===== config.mk =====
export PLATFORM = sky130hd
export DESIGN_NAME = ctc_tx_request_ctrl
export DESIGN_NICKNAME = d
export VERILOG_FILES = /design/src/common/ctc_pkg.sv /design/src/verilog/ctc_tx_request_ctrl.sv
export SDC_FILE = /design/constraint.sdc
export NUM_CORES = 1
export LEC_CHECK = 0
export BUFFER_PORTS_ARGS = -buffer_cell sky130_fd_sc_hd__buf_4
export CORE_UTILIZATION = 40
export CTS_CLUSTER_DIAMETER = 50
export DETAILED_ROUTE_END_ITERATION = 10
export GPL_ROUTABILITY_DRIVEN = 1
export PLACE_DENSITY_LB_ADDON = 0.3
export SYNTH_ARGS = -nofsm -noshare
export SYNTH_HDL_FRONTEND = slang
export SYNTH_SLANG_ARGS = --single-unit

===== constraint.sdc =====
create_clock -name clk -period 3.75 [get_ports clk]
set_clock_uncertainty 0.1 [all_clocks]
set_input_delay 0.1875 -clock clk [delete_from_list [all_inputs] [get_ports clk]]
set_output_delay 0.1875 -clock clk [all_outputs]
set_load 0.05 [all_outputs]

===== src/common/ctc_pkg.sv =====
// Constants for the transmit buffer request control block.
package ctc_pkg;
  // Register port widths.
  localparam int ADDR_W = 8;
  localparam int DATA_W = 8;
  localparam int NUM_BUF = 3;
  // Register offsets.
  localparam logic [7:0] OFS_PIN_CTRL = 8'h0d;
  localparam logic [7:0] OFS_TXB0 = 8'h30;
  localparam logic [7:0] OFS_TXB1 = 8'h40;
  localparam logic [7:0] OFS_TXB2 = 8'h50;
  // Field positions in a buffer control register.
  localparam int BIT_ABORTED = 6;
  localparam int BIT_LOST = 5;
  localparam int BIT_ERR = 4;
  localparam int BIT_PEND = 3;
  localparam int PRIO_LSB = 0;
  // Field positions in the pin control and status register.
  localparam int PIN_MODE_LSB = 0;
  localparam int PIN_STATE_LSB = 3;
  // Values after reset.
  localparam logic [1:0] RST_PRIO = 2'h0;
  localparam logic [2:0] RST_MODE = 3'h0;
  localparam logic [7:0] RST_RD = 8'h00;
endpackage


===== src/verilog/ctc_tx_request_ctrl.sv =====
// Transmit buffer request, abort, status flags, priority pick and request pins.
//
// Notes on behaviour
// [RULE1] Host sets pending bit to send; device clears it once the message is sent.
// [RULE2] Host clearing a pending bit aborts; aborted flag set, zero after good send.
// [RULE3] Lost-arbitration flag set when the buffer loses arbitration, else zero.
// [RULE4] Transmit-error flag set on bus error while sending the buffer, else zero.
// [RULE5] Two-bit priority orders pending buffers, 11 highest, 00 lowest.
// [RULE6] With pin mode set, a falling pin edge requests its buffer's transmission.
// [RULE7] With pin mode clear, the pin is a digital input readable in bits 3..5.
`timescale 1ns/10ps
module ctc_tx_request_ctrl
  import ctc_pkg::*;
(
  // Clock and reset.
  input wire logic clk,
  input wire logic srst,
  // Register access port, bit-maskable writes.
  input wire logic [ADDR_W-1:0] reg_addr,
  input wire logic reg_wr_en,
  input wire logic [DATA_W-1:0] reg_wr_data,
  input wire logic [DATA_W-1:0] reg_wr_mask,
  input wire logic reg_rd_en,
  output logic [DATA_W-1:0] reg_rd_data_q,
  // Request pins, asynchronous.
  input wire logic [NUM_BUF-1:0] request_pin,
  // Transmit engine reports, same clock.
  input wire logic eng_sent,
  input wire logic eng_lost_arb,
  input wire logic eng_bus_err,
  input wire logic [1:0] eng_buf,
  // Pending state and next buffer to send.
  output logic [NUM_BUF-1:0] pending_transmit_q,
  output logic next_valid_q,
  output logic [1:0] next_buf_q
);

  logic [NUM_BUF-1:0] aborted_flag_q;
  logic [NUM_BUF-1:0] lost_arbitration_flag_q;
  logic [NUM_BUF-1:0] transmit_error_flag_q;
  logic [1:0] buffer_priority_q [NUM_BUF];
  logic [NUM_BUF-1:0] pin_request_mode_q;
  logic [NUM_BUF-1:0] pin_sync1_q;
  logic [NUM_BUF-1:0] pin_sync2_q;
  logic [NUM_BUF-1:0] pin_prev_q;
  logic [NUM_BUF-1:0] pin_fall;
  logic [DATA_W-1:0] buf_ctl [NUM_BUF];
  logic [DATA_W-1:0] pin_ctl;
  logic [DATA_W-1:0] pin_ctl_new;
  logic [DATA_W-1:0] rd_d;

  // Applies a bit-masked write to an old register value.
  function automatic logic [DATA_W-1:0] merge(input logic [DATA_W-1:0] old_v,
                                              input logic [DATA_W-1:0] data_v,
                                              input logic [DATA_W-1:0] mask_v);
    merge = (old_v & ~mask_v) | (data_v & mask_v);
  endfunction

  // Offset of a buffer control register.
  function automatic logic [ADDR_W-1:0] buf_ofs(input int idx);
    case (idx)
      0: buf_ofs = OFS_TXB0;
      1: buf_ofs = OFS_TXB1;
      default: buf_ofs = OFS_TXB2;
    endcase
  endfunction

  // Picks the pending buffer of highest priority; on a tie the higher buffer wins.
  function automatic logic [1:0] pick(input logic [NUM_BUF-1:0] pend,
                                      input logic [1:0] prio [NUM_BUF]);
    logic [1:0] best;
    logic [1:0] best_p;
    logic found;
    best = 2'h0;
    best_p = 2'h0;
    found = 1'b0;
    for (int k = 0; k < NUM_BUF; k++)
    begin
      if (pend[k] && (!found || prio[k] >= best_p))
      begin
        best = 2'(k);
        best_p = prio[k];
        found = 1'b1;
      end
    end
    pick = best;
  endfunction

  // Two-flop synchroniser, then a third flop for edge detection only.
  always_ff @(posedge clk)
  begin
    if (srst)
    begin
      pin_sync1_q <= '0;
      pin_sync2_q <= '0;
      pin_prev_q <= '0;
    end
    else
    begin
      pin_sync1_q <= request_pin;
      pin_sync2_q <= pin_sync1_q;
      pin_prev_q <= pin_sync2_q;
    end
  end

  assign pin_fall = pin_prev_q & ~pin_sync2_q;

  // Masked write value for the pin register; a net, since a call cannot be part-selected.
  assign pin_ctl_new = merge(pin_ctl, reg_wr_data, reg_wr_mask);

  // Pin mode bits; the state bits are read-only and ignore writes.
  always_ff @(posedge clk)
  begin
    if (srst)
      pin_request_mode_q <= RST_MODE;
    else if (reg_wr_en && reg_addr == OFS_PIN_CTRL)
      pin_request_mode_q <= pin_ctl_new[PIN_MODE_LSB +: NUM_BUF];
  end

  // The state bits show the synchronised level in either mode.
  assign pin_ctl = {2'h0, pin_sync2_q, pin_request_mode_q}; // RULE7

  for (genvar i = 0; i < NUM_BUF; i++)
  begin : g_buf
    logic [DATA_W-1:0] ctl_new;
    logic wr_hit;
    logic host_set;
    logic host_clr;
    logic pin_set;
    logic new_req;
    logic eng_hit;
    logic sent_clr;

    assign buf_ctl[i] = {1'b0, aborted_flag_q[i], lost_arbitration_flag_q[i],
                         transmit_error_flag_q[i], pending_transmit_q[i], 1'b0,
                         buffer_priority_q[i]};
    assign ctl_new = merge(buf_ctl[i], reg_wr_data, reg_wr_mask);
    assign wr_hit = reg_wr_en && reg_addr == buf_ofs(i);
    assign host_set = wr_hit && ctl_new[BIT_PEND] && !pending_transmit_q[i];
    assign host_clr = wr_hit && !ctl_new[BIT_PEND] && pending_transmit_q[i];
    assign pin_set = pin_fall[i] && pin_request_mode_q[i]; // RULE6
    assign new_req = host_set || pin_set;
    assign eng_hit = eng_buf == 2'(i) && pending_transmit_q[i];
    assign sent_clr = eng_sent && eng_hit;

    // Pending bit: a new request wins over a completion or abort in the same cycle.
    always_ff @(posedge clk)
    begin
      if (srst)
        pending_transmit_q[i] <= 1'b0;
      else if (new_req)
        pending_transmit_q[i] <= 1'b1; // RULE1
      else if (host_clr || sent_clr)
        pending_transmit_q[i] <= 1'b0; // RULE1
    end

    // Aborted flag; a message that finished as the abort arrived counts as sent.
    always_ff @(posedge clk)
    begin
      if (srst)
        aborted_flag_q[i] <= 1'b0;
      else if (host_clr && !sent_clr)
        aborted_flag_q[i] <= 1'b1; // RULE2
      else if (new_req || sent_clr)
        aborted_flag_q[i] <= 1'b0; // RULE2
    end

    // Status flags are cleared when a fresh request is made; a set wins.
    always_ff @(posedge clk)
    begin
      if (srst)
      begin
        lost_arbitration_flag_q[i] <= 1'b0;
        transmit_error_flag_q[i] <= 1'b0;
      end
      else
      begin
        if (eng_lost_arb && eng_hit)
          lost_arbitration_flag_q[i] <= 1'b1; // RULE3
        else if (new_req)
          lost_arbitration_flag_q[i] <= 1'b0; // RULE3
        if (eng_bus_err && eng_hit)
          transmit_error_flag_q[i] <= 1'b1; // RULE4
        else if (new_req)
          transmit_error_flag_q[i] <= 1'b0; // RULE4
      end
    end

    // Priority field; the pending bit is handled above, the other bits of the write are read-only or unused.
    always_ff @(posedge clk)
    begin
      if (srst)
        buffer_priority_q[i] <= RST_PRIO;
      else if (wr_hit)
        buffer_priority_q[i] <= ctl_new[PRIO_LSB +: 2];
    end

  end

  // Next buffer to send, picked by priority.
  always_ff @(posedge clk)
  begin
    if (srst)
    begin
      next_valid_q <= 1'b0;
      next_buf_q <= 2'h0;
    end
    else
    begin
      next_valid_q <= |pending_transmit_q;
      next_buf_q <= pick(pending_transmit_q, buffer_priority_q); // RULE5
    end
  end

  // Read data mux; unmapped addresses and reserved bits read zero.
  always_comb
  begin
    case (reg_addr)
      OFS_PIN_CTRL: rd_d = pin_ctl;
      OFS_TXB0: rd_d = buf_ctl[0];
      OFS_TXB1: rd_d = buf_ctl[1];
      OFS_TXB2: rd_d = buf_ctl[2];
      default: rd_d = RST_RD;
    endcase
  end

  // Read data is captured on the read strobe and held until the next read.
  always_ff @(posedge clk)
  begin
    if (srst)
      reg_rd_data_q <= RST_RD;
    else if (reg_rd_en)
      reg_rd_data_q <= rd_d;
  end

endmodule


==> results.toml <==
[die]
die_h_um = 71.9
floorplan.io_pins = 50
die_width_um = 71.9
fp-row-count = 25
core_um2 = 4720
floorplan.die_area_um2 = 5170
start_util_pct = 41.4

[yosys]
warnings_from_yosys = 0
number_of_enable_flip_flop_cells_after_synthesis = 0
synth.net_count = 244
synthesis.area_um2 = 1960
synth-async-reset-ratio_pct = 0
synth-seq-area-share_pct = 40.9
avgSynthCellArea_um2 = 9.59
post_synth_inst_count = 204
yosysUniqueCellTypes = 42
ys_dominant_reg_cell = "sky130_fd_sc_hd__dfxtp_1"
yosys_register_bits = 40

[sta]
rsz0062_at_grt = "no"
maxSlewViolCount = 0
hold_violations = 0
min_period_ps = 2810
tightest_slew_ps = 663
setup_viol = 0
tcrit_tclk_final_pct = 74.9
max_freq_mhz = 356
finalSetupTns_ps = 0
relSlewSlack_pct = 55.6

[global_route]
grt_antenna_before_repair = 0
grt.overflow.total = 0
grtUsageTotal_pct = 19.4
grt_max_degree = 37
grt_first_pass_wirelength_um = 7580
first_global_vias = 1532

[worst_setup_path]
setup.worst_path.start_class = "flip-flop"
critical-path-slowest-cell = "sky130_fd_sc_hd__dfxtp_1"
critical_path.max_stage_delay_ps = 510
setup.worst_path.end_class = "flip-flop"
cp_data_required_time_ps = 3870
wp_data_arrival_ps = 2930
worst-setup-path-type = "reg -> reg"
worst-path-max-fanout = 10
critical_path_cell_by_cell = "and2_1 -> ha_1 -> inv_1 -> a21boi_0 -> o21ai_0 -> mux2_2 -> ha_1 -> a21boi_0 -> o31ai_1 -> nor3b_1"

[min_path]
min_path_type = "in -> reg"

[cts]
cts_tree = "built"
htree_num_levels = 2
clockBufferDepth = 2
cts_buffers = 5
cts.sink_count = 40
clk_transition_reported_paths_ps = 70
cts_repair_resize_count = 0
buffers_inserted_by_post_cts_timing_repair = 0
clock-root-buffer = "sky130_fd_sc_hd__clkbuf_8"
clk-insertion-delay-late_ps = 300
ctsHoldBuffers = 2

[detailed_routing]
vias = 1651
dr.first_iter.drc_count = 81
wl_per_cell_um = 15.2
drtPass1Iterations = 4
drtAntennaViolNets = 0
drc = 0
drt-total-wl_um = 4700
routed_via_density = 5.34

[job]
maxCapViolations = 0

[final_layout]
syn2layout_area_growth_pct = 20.5
final_layout_size_suffix_gt1_share_pct = 25.2
antenna_cells_inserted = 0
nets = 281
layout.cells.most_common_list = "40 x sky130_fd_sc_hd__dfxtp_1, 40 x sky130_fd_sc_hd__buf_4, 17 x sky130_fd_sc_hd__nor2_1, 15 x sky130_fd_sc_hd__nand3_1, 12 x sky130_fd_sc_hd__a22oi_1"

[pwr]
lkg_pwr_nw = 0.915
power.ir.vdd_worst_v = 0.000144
power.density_cell_area_nw_per_um2 = 337
totalPowerFinal_uw = 795

[placed_design]
place_congestion = 0.917
dp_hpwl_um = 3430
place.port_buffers = 40

[outcome]
status = "finished clean"
==> power breakdown <==
group	leakage, nW	switching (mW)	internal [mW]
clock network	0.0510	0.152	0.147
logic	0.541	0.0365	0.0298
registers	0.324	0.00135	0.428
total	0.915	0.190	0.605
==> synth_stat cells, types with 2 or more instances <==
cell type                  count  share of area [%]
sky130_fd_sc_hd__nor2_1       17                3.3
sky130_fd_sc_hd__and3b_1       2               0.90
sky130_fd_sc_hd__clkbuf_8      2                1.4
sky130_fd_sc_hd__nor4b_4       4                4.9
sky130_fd_sc_hd__nor2b_1       9                2.9
sky130_fd_sc_hd__a21bo_2       2                1.0
sky130_fd_sc_hd__a21oi_1       9                2.3
sky130_fd_sc_hd__mux2_2        3                1.7
sky130_fd_sc_hd__buf_6         2                1.2
sky130_fd_sc_hd__and4b_1       3                1.5
sky130_fd_sc_hd__nand4_1       4                1.3
sky130_fd_sc_hd__nor3b_1       2               0.77
sky130_fd_sc_hd__a21boi_0      3                1.2
sky130_fd_sc_hd__o21ai_0       3               0.77
sky130_fd_sc_hd__buf_4         4                1.5
sky130_fd_sc_hd__dfxtp_1      40                 41
sky130_fd_sc_hd__nand3b_1      2               0.77
sky130_fd_sc_hd__mux2i_1       5                2.6
sky130_fd_sc_hd__o221ai_1      4                1.8
sky130_fd_sc_hd__nand2_1      10                1.9
sky130_fd_sc_hd__a21o_1        2               0.77
sky130_fd_sc_hd__a31o_2        2               0.90
sky130_fd_sc_hd__o31ai_1       2               0.77
sky130_fd_sc_hd__a32oi_1       5                2.2
sky130_fd_sc_hd__inv_1         7                1.3
sky130_fd_sc_hd__a22oi_1      12                4.6
sky130_fd_sc_hd__nand2b_1      4                1.3
sky130_fd_sc_hd__clkbuf_1      4               0.77
sky130_fd_sc_hd__a31oi_1       2               0.64
sky130_fd_sc_hd__ha_1          4                2.6
sky130_fd_sc_hd__nand3_1      15                3.8
sky130_fd_sc_hd__and2_1        5                1.6
==> final timing paths <==
path	startpoint	to	slack [ps]	cells past startpoint
worst min register to register	pin_sync1_q[0]$_SDFF_PP0_	pin_sync2_q[0]$_SDFF_PP0_	340	1
worst max register to register	pending_transmit_q[0]$_SDFFE_PP0P_	next_buf_q[0]$_SDFF_PP0_	940	10
worst max-delay path	pending_transmit_q[0]$_SDFFE_PP0P_	next_buf_q[0]$_SDFF_PP0_	940	10
worst min-delay path	request_pin[1]	pin_sync1_q[1]$_SDFF_PP0_	7	2
==> worst max-delay path: cells and delay by family (launching register included) <==
family                   cells  cell delay, ps
flip-flops                   1             510
AO/OA/AOI/OAI                4             760
multiplexers                 1             400
buffers and inverters        1              50
AND/OR/NAND/NOR              2             410
adder cells (fa/ha/maj)      2             500
==> kinds of logic after synthesis <==
family	count (synthesis)	synth area share, %
compound gates	50	18.9
fa+ha+maj	4	2.56
buf+inv	19	6.21
flops	40	40.9
mux	8	4.29
other cells	1	0.192
simple gates	82	26.9
==> stage by stage <==
stage	cells	hold slack, ps	worst slack [ps]	instance area (um2)	util (%)
after floorplan	204	181	1150	1960	-
after global placement	299	302	970	2240	47.5
after detailed placement	299	305	945	2240	47.5
after CTS	309	9.75	922	2360	49.9
after global routing	309	17.2	712	2360	49.9
final	309	7.29	943	2360	49.9
==> layout make-up <==
class,count,area (um2)
clock buffer,6,82.6
clock inverter,2,10.0
fill,449,2370
inverter,7,26.3
multi-input combinational,145,1030
sequential,40,801
tap,67,83.8
timing repair buffer,42,320
==> metal layers <==
metal / global-route usage, % / routed length (um) / up-vias
met2: 31.9 / 2270 / 35
met4: 7.19 / 61 / 0
met5: 0 / 0 / -
li1: - / - / 823
met3: 4.31 / 192 / 6
met1: 25.2 / 2180 / 787
Power figures use the tool's default switching activity.
